<file path="config.mk">
export PLATFORM = sky130hd
export DESIGN_NAME = dtc_top
export DESIGN_NICKNAME = d
export VERILOG_FILES = /design/src/dtc_pkg.sv /design/src/dtc_addr_step.sv /design/src/dtc_top.sv
export SDC_FILE = /design/constraint.sdc
export NUM_CORES = 1
export LEC_CHECK = 0
export ABC_CLOCK_PERIOD_IN_PS = 10500
export BUFFER_PORTS_ARGS = -buffer_cell sky130_fd_sc_hd__buf_2
export CORE_MARGIN = 8
export CORE_UTILIZATION = 50
export CTS_BUF_LIST = sky130_fd_sc_hd__clkbuf_4
export CTS_CLUSTER_DIAMETER = 150
export DETAILED_ROUTE_END_ITERATION = 16
export GPL_ROUTABILITY_DRIVEN = 0
export HOLD_SLACK_MARGIN = 0.15
export PLACE_DENSITY = 0.68
export SLEW_MARGIN = 20
export SYNTH_ARGS = -nofsm -noshare
export SYNTH_HDL_FRONTEND = slang
export SYNTH_SLANG_ARGS = --single-unit
</file>
<file path="constraint.sdc">
create_clock -name clk -period 10.5 [get_ports clk]
set_input_delay 1.575 -clock clk [delete_from_list [all_inputs] [get_ports clk]]
set_output_delay 1.575 -clock clk [all_outputs]
set_load 0.02 [all_outputs]
</file>
<file path="src/dtc_pkg.sv">
/*
 * Shared constants for the data transfer controller: transfer information
 * layout, mode and size codes, vector table geometry and the state type.
 * Assumes a 32-bit byte-addressed system bus with word-aligned info sets.
 */
package dtc_pkg;

	// ------------------------------------------------------------------
	// Transfer information geometry
	// ------------------------------------------------------------------
	localparam int VEC_ALIGN_BITS = 10;
	localparam logic [31:0] INFO_SET_BYTES = 32'h0000_0010;
	localparam logic [1:0] INFO_LAST_WORD = 2'h3;

	// Fields of info word 0
	localparam int F_MODE = 30;
	localparam int F_SIZE = 28;
	localparam int F_CHAIN = 27;
	localparam int F_IRQ_EACH = 26;
	localparam int F_RPT_DST = 25;
	localparam int F_WB_SKIP = 24;
	localparam int F_SRC_AM = 22;
	localparam int F_DST_AM = 20;
	localparam int F_IRQ_END = 19;

	// ------------------------------------------------------------------
	// Codes
	// ------------------------------------------------------------------
	localparam logic [1:0] MODE_NORMAL = 2'h0;
	localparam logic [1:0] MODE_REPEAT = 2'h1;
	localparam logic [1:0] MODE_BLOCK = 2'h2;
	localparam logic [1:0] SZ_BYTE = 2'h0;
	localparam logic [1:0] SZ_HALF = 2'h1;
	localparam logic [1:0] SZ_WORD = 2'h2;
	localparam logic [1:0] AM_FIXED = 2'h0;
	localparam logic [1:0] AM_INC = 2'h1;
	localparam logic [1:0] AM_DEC = 2'h2;

	typedef enum logic [2:0] {
		ST_IDLE = 3'h0,
		ST_VREAD = 3'h1,
		ST_IREAD = 3'h2,
		ST_XREAD = 3'h3,
		ST_XWRITE = 3'h4,
		ST_WBACK = 3'h5,
		ST_FIN = 3'h6
	} dtc_state_t;

	// An 8-bit count field of zero stands for 256
	function automatic logic [8:0] dtc_count8(input logic [7:0] c);
		dtc_count8 = (c == 8'h00) ? 9'h100 : {1'b0, c};
	endfunction : dtc_count8

endpackage : dtc_pkg

</file>
<file path="src/dtc_addr_step.sv">
/*
 * Address stepper: moves an address by a number of units of the given
 * size in the direction of the address mode, or backwards when undo is set.
 * Purely combinational; used for both per-unit steps and area restores.
 */
`timescale 1ns/1ps
`default_nettype none
module dtc_addr_step
	import dtc_pkg::*;
(
	input wire logic [31:0] addr,
	input wire logic [1:0] am,
	input wire logic [1:0] size,
	input wire logic [8:0] units,
	input wire logic undo,
	output logic [31:0] res
);
	// ------------------------------------------------------------------
	// Offset and direction
	// ------------------------------------------------------------------
	wire [31:0] offset = {23'h0, units} << size;
	wire moving = (am == AM_INC) || (am == AM_DEC);
	wire up = (am == AM_INC) ^ undo;

	assign res = !moving ? addr : (up ? addr + offset : addr - offset);
endmodule : dtc_addr_step
`default_nettype wire

</file>
<file path="src/dtc_top.sv">
/*
 * Data transfer controller core: vector fetch, info read, unit moves,
 * repeat/block restore, write-back, chaining and CPU interrupt pulse.
 * Assumes a bus fabric that holds each request until one-cycle bus_ack and
 * presents narrow read data right-aligned in bus_rdata.
 */
// Function
// - Info located in RAM via vector entry
// - Separate info set per source vector
// - CPU interrupt request may start transfer
// - Move between memory, peripheral, external spaces
// - Normal units are byte, halfword, word
// - Block size one unit to 256 longwords
// - Normal count 1 through 65536
// - Repeat count 1-256, then restart
// - Block count 1 through 65536
// - Optional interrupt per unit transfer end
// - Optional interrupt after counted transfers
// - Optional skipping of info read
// - Module stop halts operation
// - Vector address is base plus four times
`timescale 1ns/1ps
`default_nettype none
module dtc_top
	import dtc_pkg::*;
(
	input wire logic clk,
	input wire logic rst_b,
	input wire logic act_req,
	input wire logic [7:0] act_vec,
	input wire logic [1:0] act_src,
	input wire logic module_stop,
	input wire logic module_start_ctl,
	input wire logic skip_read_en,
	input wire logic [31:0] vector_base_addr,
	input wire logic bus_ack,
	input wire logic [31:0] bus_rdata,
	output logic act_ack,
	output logic busy,
	output logic cpu_irq,
	output logic bus_req,
	output logic bus_we,
	output logic [1:0] bus_size,
	output logic [31:0] bus_addr,
	output logic [31:0] bus_wdata
);
	// ------------------------------------------------------------------
	// State and cached transfer information
	// ------------------------------------------------------------------
	dtc_state_t state;
	logic [1:0] widx;
	logic [7:0] vec;
	logic [31:0] info_addr;
	logic [31:0] mode_w;
	logic [31:0] sar;
	logic [31:0] dar;
	logic [15:0] crb;
	logic [31:0] dbuf;
	logic [8:0] blk_left;
	logic end_hit;
	logic cache_vld;
	logic [7:0] cache_vec;
	logic chained;

	// Field views of info word 0
	wire [1:0] mode = mode_w[F_MODE +: 2];
	wire [1:0] usize = mode_w[F_SIZE +: 2];
	wire chain = mode_w[F_CHAIN];
	wire irq_each = mode_w[F_IRQ_EACH];
	wire rpt_dst = mode_w[F_RPT_DST];
	wire wb_skip = mode_w[F_WB_SKIP];
	wire [1:0] src_am = mode_w[F_SRC_AM +: 2];
	wire [1:0] dst_am = mode_w[F_DST_AM +: 2];
	wire irq_end = mode_w[F_IRQ_END];
	wire [15:0] cra = mode_w[15:0];

	// Entry address: aligned base plus four bytes per vector
	wire [31:0] vec_addr = {vector_base_addr[31:VEC_ALIGN_BITS],
		{VEC_ALIGN_BITS{1'b0}}} + {22'h0, vec, 2'h0};

	// Sources 0 to 2 are accepted alike and source code 3 is refused; the interrupt controller
	// already filtered by its enable bits, so beyond module start and module stop there is no other gate here.
	wire src_known = (act_src != 2'h3);
	wire can_start = act_req && src_known && module_start_ctl
		&& !module_stop;
	wire hit = skip_read_en && cache_vld && (cache_vec == act_vec);

	// ------------------------------------------------------------------
	// Address arithmetic: unit step, then restore of the repeat side
	// ------------------------------------------------------------------
	wire [31:0] src_step;
	wire [31:0] dst_step;
	wire [31:0] src_rest;
	wire [31:0] dst_rest;
	wire [8:0] rest_units = (mode == MODE_BLOCK) ? dtc_count8(cra[7:0])
		: dtc_count8(cra[15:8]);

	dtc_addr_step u_src_step (
		.addr(sar), .am(src_am), .size(usize), .units(9'h001),
		.undo(1'b0), .res(src_step)
	);
	dtc_addr_step u_dst_step (
		.addr(dar), .am(dst_am), .size(usize), .units(9'h001),
		.undo(1'b0), .res(dst_step)
	);
	dtc_addr_step u_src_rest (
		.addr(src_step), .am(src_am), .size(usize), .units(rest_units),
		.undo(1'b1), .res(src_rest)
	);
	dtc_addr_step u_dst_rest (
		.addr(dst_step), .am(dst_am), .size(usize), .units(rest_units),
		.undo(1'b1), .res(dst_rest)
	);

	// ------------------------------------------------------------------
	// Next bus request per state
	// ------------------------------------------------------------------
	wire in_bus = (state == ST_VREAD) || (state == ST_IREAD)
		|| (state == ST_XREAD) || (state == ST_XWRITE)
		|| (state == ST_WBACK);
	wire [31:0] info_word_addr = info_addr + {28'h0, widx, 2'h0};
	wire [31:0] wb_word = (widx == 2'h0) ? mode_w :
		(widx == 2'h1) ? sar :
		(widx == 2'h2) ? dar : {16'h0, crb};
	wire [31:0] req_addr = (state == ST_VREAD) ? vec_addr :
		(state == ST_XREAD) ? sar :
		(state == ST_XWRITE) ? dar : info_word_addr;
	wire req_we = (state == ST_XWRITE) || (state == ST_WBACK);
	wire [1:0] req_size = ((state == ST_XREAD) || (state == ST_XWRITE))
		? usize : SZ_WORD;
	wire [31:0] req_data = (state == ST_WBACK) ? wb_word : dbuf;
	// A stop request lets the current access finish but starts no new one
	wire issue = in_bus && !bus_req && !module_stop;
	wire done = bus_req && bus_ack;
	wire blk_more = (mode == MODE_BLOCK) && (blk_left != 9'h001);

	// ------------------------------------------------------------------
	// Bus master outputs
	// ------------------------------------------------------------------
	always_ff @(posedge clk or negedge rst_b)
	begin
		if (!rst_b)
		begin
			bus_req <= 1'b0;
			bus_we <= 1'b0;
			bus_size <= SZ_WORD;
			bus_addr <= 32'h0;
			bus_wdata <= 32'h0;
		end
		else if (issue)
		begin
			bus_req <= 1'b1;
			bus_we <= req_we;
			bus_size <= req_size;
			bus_addr <= req_addr;
			bus_wdata <= req_data;
		end
		else if (done)
			bus_req <= 1'b0;
	end

	// ------------------------------------------------------------------
	// Sequencer
	// ------------------------------------------------------------------
	always_ff @(posedge clk or negedge rst_b)
	begin
		if (!rst_b)
		begin
			state <= ST_IDLE;
			widx <= 2'h0;
			vec <= 8'h0;
			info_addr <= 32'h0;
			mode_w <= 32'h0;
			sar <= 32'h0;
			dar <= 32'h0;
			crb <= 16'h0;
			dbuf <= 32'h0;
			blk_left <= 9'h0;
			end_hit <= 1'b0;
			cache_vld <= 1'b0;
			cache_vec <= 8'h0;
			chained <= 1'b0;
			act_ack <= 1'b0;
			busy <= 1'b0;
			cpu_irq <= 1'b0;
		end
		else
		begin
			act_ack <= 1'b0;
			cpu_irq <= 1'b0;
			case (state)
			ST_IDLE:
				if (can_start)
				begin
					act_ack <= 1'b1;
					busy <= 1'b1;
					vec <= act_vec;
					chained <= 1'b0;
					blk_left <= dtc_count8(cra[7:0]);
					state <= hit ? ST_XREAD : ST_VREAD;
				end
			ST_VREAD:
				if (done)
				begin
					info_addr <= bus_rdata;
					widx <= 2'h0;
					state <= ST_IREAD;
				end
			ST_IREAD:
				if (done)
				begin
					case (widx)
					2'h0: mode_w <= bus_rdata;
					2'h1: sar <= bus_rdata;
					2'h2: dar <= bus_rdata;
					default: crb <= bus_rdata[15:0];
					endcase
					widx <= widx + 2'h1;
					if (widx == INFO_LAST_WORD)
					begin
						// Chained sets are not cached: a later skip would
						// pick up the tail of the chain instead of its head.
						cache_vld <= !chain && !chained;
						cache_vec <= vec;
						blk_left <= dtc_count8(cra[7:0]);
						state <= ST_XREAD;
					end
				end
			ST_XREAD:
				if (done)
				begin
					dbuf <= bus_rdata;
					state <= ST_XWRITE;
				end
			ST_XWRITE:
				if (done)
				begin
					sar <= src_step;
					dar <= dst_step;
					end_hit <= 1'b0;
					case (mode)
					MODE_REPEAT:
						if (cra[7:0] == 8'h01)
						begin
							mode_w[7:0] <= cra[15:8];
							if (rpt_dst)
								dar <= dst_rest;
							else
								sar <= src_rest;
						end
						else
							mode_w[7:0] <= cra[7:0] - 8'h01;
					MODE_BLOCK:
						if (blk_more)
							blk_left <= blk_left - 9'h001;
						else
						begin
							crb <= crb - 16'h0001;
							end_hit <= (crb == 16'h0001);
							if (rpt_dst)
								dar <= dst_rest;
							else
								sar <= src_rest;
						end
					default:
					begin
						mode_w[15:0] <= cra - 16'h0001;
						end_hit <= (cra == 16'h0001);
					end
					endcase
					widx <= 2'h0;
					state <= blk_more ? ST_XREAD :
						(wb_skip ? ST_FIN : ST_WBACK);
				end
			ST_WBACK:
				if (done)
				begin
					widx <= widx + 2'h1;
					if (widx == INFO_LAST_WORD)
						state <= ST_FIN;
				end
			ST_FIN:
				if (chain)
				begin
					info_addr <= info_addr + INFO_SET_BYTES;
					chained <= 1'b1;
					widx <= 2'h0;
					state <= ST_IREAD;
				end
				else
				begin
					cpu_irq <= irq_each || (end_hit && irq_end);
					busy <= 1'b0;
					state <= ST_IDLE;
				end
			default:
				state <= ST_IDLE;
			endcase
		end
	end

	// ------------------------------------------------------------------
	// Checks
	// ------------------------------------------------------------------
	vec_entry_a: assert property (
		@(posedge clk) disable iff (!rst_b)
		(state == ST_VREAD) && bus_req |->
			bus_addr == ({vector_base_addr[31:10], 10'h0} + {22'h0, vec, 2'h0}))
		else $error("vector entry address wrong");
	stop_hold_a: assert property (
		@(posedge clk) disable iff (!rst_b)
		module_stop && !bus_req && in_bus |=> !bus_req)
		else $error("access issued while stopped");
	start_gate_a: assert property (
		@(posedge clk) disable iff (!rst_b)
		(state == ST_IDLE) && !module_start_ctl |=> !act_ack && !busy)
		else $error("started without module start");
	irq_pulse_a: assert property (
		@(posedge clk) disable iff (!rst_b)
		cpu_irq |-> $past(state) == ST_FIN && !busy ##1 !cpu_irq)
		else $error("interrupt not a single pulse at finish");
	req_hold_a: assert property (
		@(posedge clk) disable iff (!rst_b)
		bus_req && !bus_ack |=> bus_req && $stable(bus_addr) && $stable(bus_we))
		else $error("bus request dropped before ack");
	wb_skip_a: assert property (
		@(posedge clk) disable iff (!rst_b)
		(state == ST_XWRITE) && done && wb_skip && !blk_more |=>
			state == ST_FIN)
		else $error("write-back not skipped");
	chain_next_a: assert property (
		@(posedge clk) disable iff (!rst_b)
		(state == ST_FIN) && chain |=>
			state == ST_IREAD && info_addr == $past(info_addr) + 32'h10)
		else $error("chain did not advance");
	normal_dec_a: assert property (
		@(posedge clk) disable iff (!rst_b)
		(state == ST_XWRITE) && done && (mode == MODE_NORMAL) |=>
			cra == $past(cra) - 16'h0001)
		else $error("normal count not decremented");
	unit_size_a: assert property (
		@(posedge clk) disable iff (!rst_b)
		(state == ST_XREAD) && bus_req |-> bus_size == usize && !bus_we)
		else $error("unit read has wrong size");
endmodule : dtc_top
`default_nettype wire

</file>
Word level (Yosys, flattened, before mapping) --
Index checks and enable logic that the tools add are counted.
Word-level totals: flip-flop bits (word level) 280, word-level logic and storage cells 227, output and inout port bits 71, input port bits 81
Cells by class: add/sub/neg operators 16, muxes and demuxes 89, equality and inequality tests 42, shifts and indexed selects 2, reductions and logical operators 54
Operators with widths (number):
- 2-to-1 mux 32 bit | 29
- one-hot mux 32 bit (2 select lines) | 5
- adder 32 bit | 4
- 2-to-1 mux 16 bit | 8
- subtractor 32 bit | 4
- 2-to-1 mux 9 bit | 9
- one-hot mux 16 bit (2 select lines) | 2
- adder 32 x 10 -> 32 bit | 1
- adder 32 x 4 -> 32 bit | 1
- adder 32 x 5 -> 32 bit (second input constant) | 1
- equality test 16 x 1 -> 1 bit (second input constant) | 2
- << shifter 1 x 2 -> 32 bit (first input constant) | 1
- << shifter 9 x 2 -> 32 bit | 1
- subtractor 16 x 1 -> 16 bit (second input constant) | 2
- != test 2 bit (second input constant) | 14
- 2-to-1 mux 3 bit | 9
- one-hot mux 9 bit (3 select lines) | 1
- one-hot mux 3 bit (7 select lines) | 1
- zero test 8 bit | 2
- 2-to-1 mux 8 bit | 2
- != test 2 x 1 -> 1 bit (second input constant) | 8
- one-hot mux 8 bit (2 select lines) | 1
- AND reduction 3 bit | 5
- 2-to-1 mux 2 bit | 7
- 29 further kinds | 83

Logic depth before layout (Yosys ltp) --
word-level depth 12, depth in mapped cells 34, gate-level depth less buffers 26

Cells and area by module --
A second synthesis with hierarchy kept.
Second synthesis, totals: cell total of the unflattened synthesis 3429, area, all modules 27452.6 sq um
By module, submodules not included:
- dtc_top | area each 16831.1 sq um, cells each 1873, seq. area each 7008.0 sq um, instances 1
- dtc_addr_step (u_dst_rest ...) | area each 2618.8 sq um, cells each 382, seq. area each 0.0 sq um, instances 2
- dtc_addr_step (u_dst_step) | area each 2710.1 sq um, cells each 403, seq. area each 0.0 sq um, instances 1
- dtc_addr_step (u_src_step) | area each 2673.8 sq um, cells each 389, seq. area each 0.0 sq um, instances 1

Least setup slack after synthesis --
Ideal clock, no wire load.
path type register -> register, start point register mode_w[23], end point register sar[27], cell stages (with the launch flop) 33, arrival time 7.662 ns, setup slack 2.700 ns, cell sequence dfrtp_1 > inv_1 > ha_1 > clkbuf_1 > clkbuf_1 > buf_2 > buf_1 > buf_1 > clkbuf_1 > buf_1 > clkbuf_1 > clkbuf_1 > a21boi_0 > ha_1 > a211oi_1 > nor4b_1 > o211ai_1 > o21ai_0 > a21oi_1 > a211oi_1 > xor2_1 > ha_1 > nand4_1 > or2_2 > a311oi_1 > o41ai_1 > o21ai_1 > and3_1 > a2111oi_4 > or3_1 > and4_1 > o311ai_1 > o211ai_1
On the way: cells in the longest elaborated chain, start to end 11
RTL lines:
- start, declared | line dtc_top.sv:54 | logic [31:0] mode_w;
- start signal, assigned | line dtc_top.sv:213 | 2'h0: mode_w <= bus_rdata;
- equality test 2 x 1 -> 1 bit / equality test 2 bit (equally long branches) | line dtc_addr_step.sv:22, dtc_addr_step.sv:23
- 2-to-1 mux 32 bit / logical OR 1 bit (equally long branches) | line dtc_addr_step.sv:25, dtc_addr_step.sv:22
- 2-to-1 mux 32 bit | line dtc_addr_step.sv:25 | assign res = !moving ? addr : (up ? addr + offset : addr - offset);
- adder 32 bit / subtractor 32 bit (equally long branches) | line dtc_addr_step.sv:25
- 2-to-1 mux 32 bit (2 in series) | line dtc_addr_step.sv:25
- 2-to-1 mux 32 bit | line dtc_top.sv:246, dtc_top.sv:260
- 2-to-1 mux 32 bit, on equally long branches | line dtc_top.sv:254, dtc_top.sv:243
- one-hot mux 32 bit (2 select lines) (*) | line dtc_top.sv:241 | case (mode)
- 2-to-1 mux 32 bit (*) | line dtc_top.sv:236 | if (done)
- one-hot mux 32 bit (2 select lines) (*) | line dtc_top.sv:191 | case (state)
- end signal, assigned | line dtc_top.sv:238 | sar <= src_step;
- end signal, assigned | line dtc_top.sv:249 | sar <= src_rest;
- end signal, assigned | line dtc_top.sv:263 | sar <= src_rest;
- end, declared | line dtc_top.sv:55 | logic [31:0] sar;
Mark *: on every way between the ends. The rest lies on a longest branch, timed or not. The select of a mux whose other input is x is not followed. A chain may end at the register's enable or synchronous reset.

Final worst setup path --
start point register mode_w[29], end point register dar[31]
On the way: cells in the longest elaborated chain, start to end 12
RTL lines:
- << shifter 1 x 2 -> 32 bit | line dtc_addr_step.sv:21 | wire [31:0] offset = {23'h0, units} << size;
- subtractor 32 bit / adder 32 bit (equally long branches) | line dtc_addr_step.sv:25
- 2-to-1 mux 32 bit (2 in series) | line dtc_addr_step.sv:25
- adder 32 bit / subtractor 32 bit (equally long branches) | line dtc_addr_step.sv:25
- 2-to-1 mux 32 bit (2 in series) | line dtc_addr_step.sv:25
- 2-to-1 mux 32 bit | line dtc_top.sv:246, dtc_top.sv:260
- 2-to-1 mux 32 bit, on equally long branches | line dtc_top.sv:254, dtc_top.sv:243
- one-hot mux 32 bit (2 select lines) (*) | line dtc_top.sv:241
- 2-to-1 mux 32 bit (*) | line dtc_top.sv:236
- one-hot mux 32 bit (2 select lines) (*) | line dtc_top.sv:191
- end signal, assigned | line dtc_top.sv:239 | dar <= dst_step;
- end signal, assigned | line dtc_top.sv:247 | dar <= dst_rest;
- end signal, assigned | line dtc_top.sv:261 | dar <= dst_rest;
- end, declared | line dtc_top.sv:56 | logic [31:0] dar;
Marked as above.

==> impl.org <==
** Worst setup path
- Cell breakdown of the critical path :: clkinv_1 -> a21boi_0 -> ha_1 -> a211oi_1 -> o21bai_1 -> a32oi_1 -> nand2_1 -> o31a_1 -> o21ai_1 -> nand2_1 -> xnor2_1 -> nand2_1 -> xnor2_1 -> ha_1 -> nand4_1 -> nor2_1 -> a211oi_1 -> o31ai_1 -> a311oi_1 -> o311ai_1 -> and2_1 -> a2111oi_0 -> o21ai_1 -> a21oi_1
- Data on the critical path is required at its endpoint by 11260 ps.
- The worst register-to-register path begins at mode_w[29].
- Endpoint kind of the worst setup timing path :: register
- Launch point of the critical path :: mode_w[29]
- The worst setup path is launched from a register.
- Max FO, Critical Path :: 21
- For this run, the slowest stage of the critical path takes 870 ps.
- Slowest cell on the critical path :: clkinv_1
- Counting stages on the worst path, the most repeated cell is nand2_1.
- Arrival time worst endpoint :: 8630 ps
- The critical path is of the register to register type.

** Timing
- Slew at the pin closest to its max-slew limit :: 1050 ps
- The worst path needs 7870 ps of the cycle, external delays included.
- Setup violations remaining at the end of the flow were counted as 0.
- Final-layout setup total negative slack :: 0 ps
- Tcrit/Tclk final :: 75.0%
- RSZ-0062 raised after global routing :: false
- Max-slew headroom at the worst pin :: 29.8%
- Final-report max-slew violation count :: 0
- Maximum clock frequency :: 0.127 GHz
- The final count of hold timing violations is 0.
- Worst hold slack :: 470 ps
- The clock arrives with 37.3 ps of skew.

** Floorplan
- Cell Rows :: 82
- The initial utilization of the core area, before any placement, comes to 50.4%.
- Measured along the y axis, the die boundary spans 240 um.
- Total die area :: 57800 um^2
- The floorplan step set the die width to 240 um.
- The floorplan step defined a core boundary enclosing 50000 um^2.
- 152 I/O pins were placed.

** Clock tree
- Hold_buf cts :: 0
- Clock latency on the worst-skew pair, taken at its later pin, is 850 ps.
- The clock passes through at most 3 buffers.
- CTS built an H-tree with a depth of 3.
- TritonCTS clock tree :: done
- Resize count post-CTS :: 0
- After clock tree synthesis, the clock-pin slew on the worst setup and hold paths is 70 ps.
- Clock tree synthesis found a total of 280 sinks.
- Post-CTS setup buffer count :: 0
- The tree is rooted in a clkbuf_4.
- Num CTS Buffers :: 80

** Synth
- Count of mapped cells out of synthesis :: 3395
- Number of distinct library cell variants in the gate-level netlist after synthesis :: 89
- In the synthesized netlist the async set-or-reset flop fraction comes to 100%.
- The average instance in the mapped netlist occupies 7.42 um^2.
- Counting flops with a built-in enable in the synthesized netlist gives 0.
- During synthesis, Yosys emitted a total of 0 warnings.
- Of the synthesized area, sequential elements account for 27.8%.
- Net count of the mapped netlist :: 3583
- Among all flip-flop cells after synthesis, the most frequent one is dfrtp_1.
- Counting flops and latches in the post-synthesis netlist gives 280.
- Post-Syn Area :: 25200 um^2

** Placement
- Port buffering added 141 buffers.
- The HPWL after detailed placement is 71400 um.

** Global routing
- Initial antenna violation count :: 3
- Leftover overflow at the end of global routing :: 0
- Global-route wire length before repair :: 146000 um
- Total track usage :: 32.3%
- Vias in the first global route :: 25100
- Entering global routing, the biggest net connects 95 pins.

** Run
- Max-capacitance violation count :: 0

** Worst hold path
- Worst min-delay path class :: register to register
- Min-Delay Startpoint :: bus_addr[22]

** Final layout
- Most frequent standard cell in the layout excluding fill and tap cells :: nand2_1
- The area growth from synthesis to layout is 7.77%.
- In the layout the commonest cells are nand2_1 (445), nor2_1 (368), o21ai_0 (340).
- The post-route netlist has 12.4% of its cells at a drive strength greater than 1.
- The net count of the finished layout is 3588.

** Route
- Length of the first detailed-routing pass in iterations :: 6
- Drt initial violations :: 3389
- Via density per instance :: 6.59
- Average detailed-routed wire length per instance :: 23.4 um
- Total via count in the routed design :: 27200
- Routed Antenna Nets :: 0
- Residual DRC :: 0
- Total Routed Length :: 96600 um

** Run status
- Run status :: finished, final reports clean
synth_stat cells, types with 17 or more instances:
cell type / count / area [um^2]
nand2_1: 447 / 1680
and3_1: 26 / 163
o22ai_1: 31 / 194
ha_1: 102 / 1280
buf_1: 30 / 113
a22oi_1: 21 / 158
o31ai_1: 48 / 360
o21ai_1: 20 / 100
xor2_1: 71 / 622
mux2i_1: 44 / 440
nand3_1: 64 / 320
xnor2_1: 110 / 963
a211oi_1: 62 / 465
nor2_1: 370 / 1390
o211ai_1: 17 / 128
a21oi_1: 335 / 1680
nor2b_1: 22 / 138
o21ai_0: 340 / 1700
mux2_2: 67 / 754
a21o_1: 32 / 240
a31oi_1: 44 / 275
nor3_1: 81 / 405
nand4_1: 28 / 175
inv_1: 80 / 300
a221oi_1: 44 / 385
clkbuf_1: 227 / 852
o21bai_1: 19 / 143
nand2b_1: 31 / 194
or3_1: 20 / 125
nor4_1: 21 / 131
o22a_1: 18 / 158
and2_1: 17 / 106
dfrtp_1: 279 / 6980
critical path: cells and delay by family (launching register included):
| kind | cells | cell delay, ps |
|---|---|---|
| AOI/OAI and AO/OA | 13 | 4150 |
| buffers and inverters | 1 | 870 |
| and+or+nand+nor | 6 | 860 |
| DFF | 1 | 800 |
| adders and majority gates | 2 | 690 |
| xor gates and xnor gates | 2 | 390 |
stage by stage:
step / util (%) / cell area (um^2) / cells / setup WS [ps]
floorplan: - / 25200 / 3395 / 2700
global placement: 52.3 / 26100 / 3990 / 3220
detailed placement: 52.3 / 26100 / 3990 / 3040
CTS: 54.3 / 27100 / 4129 / 3010
global route: 54.3 / 27100 / 4130 / 2190
finish: 54.3 / 27100 / 4134 / 2630
worst paths after layout:
path	slack, ps	cells past startpoint	to
max	2630	24	dar[31]
min	470	2	bus_addr[22]
max reg2reg	2630	24	dar[31]
min reg2reg	470	2	bus_addr[22]
max in group asynchronous	8200	2	dar[25]
min in group asynchronous	730	1	sar[21]
cell families after synthesis:
family | synth area share (%)
muxes | 5.19
and+or+nand+nor | 21.2
xor gates and xnor gates | 6.36
buffers and inverters | 5.19
AOI/OAI and AO/OA | 28.7
adders and majority gates | 5.54
DFF | 27.8
sequential cells by signal, summed over array words and instances, names as in the netlist, 8 cells and up:
| register | flops |
|---|---|
| bus_addr | 32 |
| bus_wdata | 32 |
| vec | 8 |
| cache_vec | 8 |
| dar | 32 |
| mode_w | 32 |
| info_addr | 32 |
| blk_left | 9 |
| sar | 32 |
| dbuf | 32 |
| crb | 16 |
cell type report:
class	count	area, um^2
sequential	280	7010
antenna	5	12.5
inverter	86	323
clock inverter	26	145
clock buffer	113	848
fill	4768	22800
tap	672	841
timing repair buffer	184	1040
multi-input combinational	2768	16900
routing by layer:
| metal | part of all wire (%) | global-route usage (%) |
|---|---|---|
| met5 | 0 | 0 |
| met4 | 7.3 | 20.0 |
| met3 | 11 | 8.03 |
| met2 | 42 | 46.9 |
| met1 | 39 | 42.8 |
Power is not shown: default switching activity piles up to over one toggle a cycle in this logic, so the estimate is an artifact.
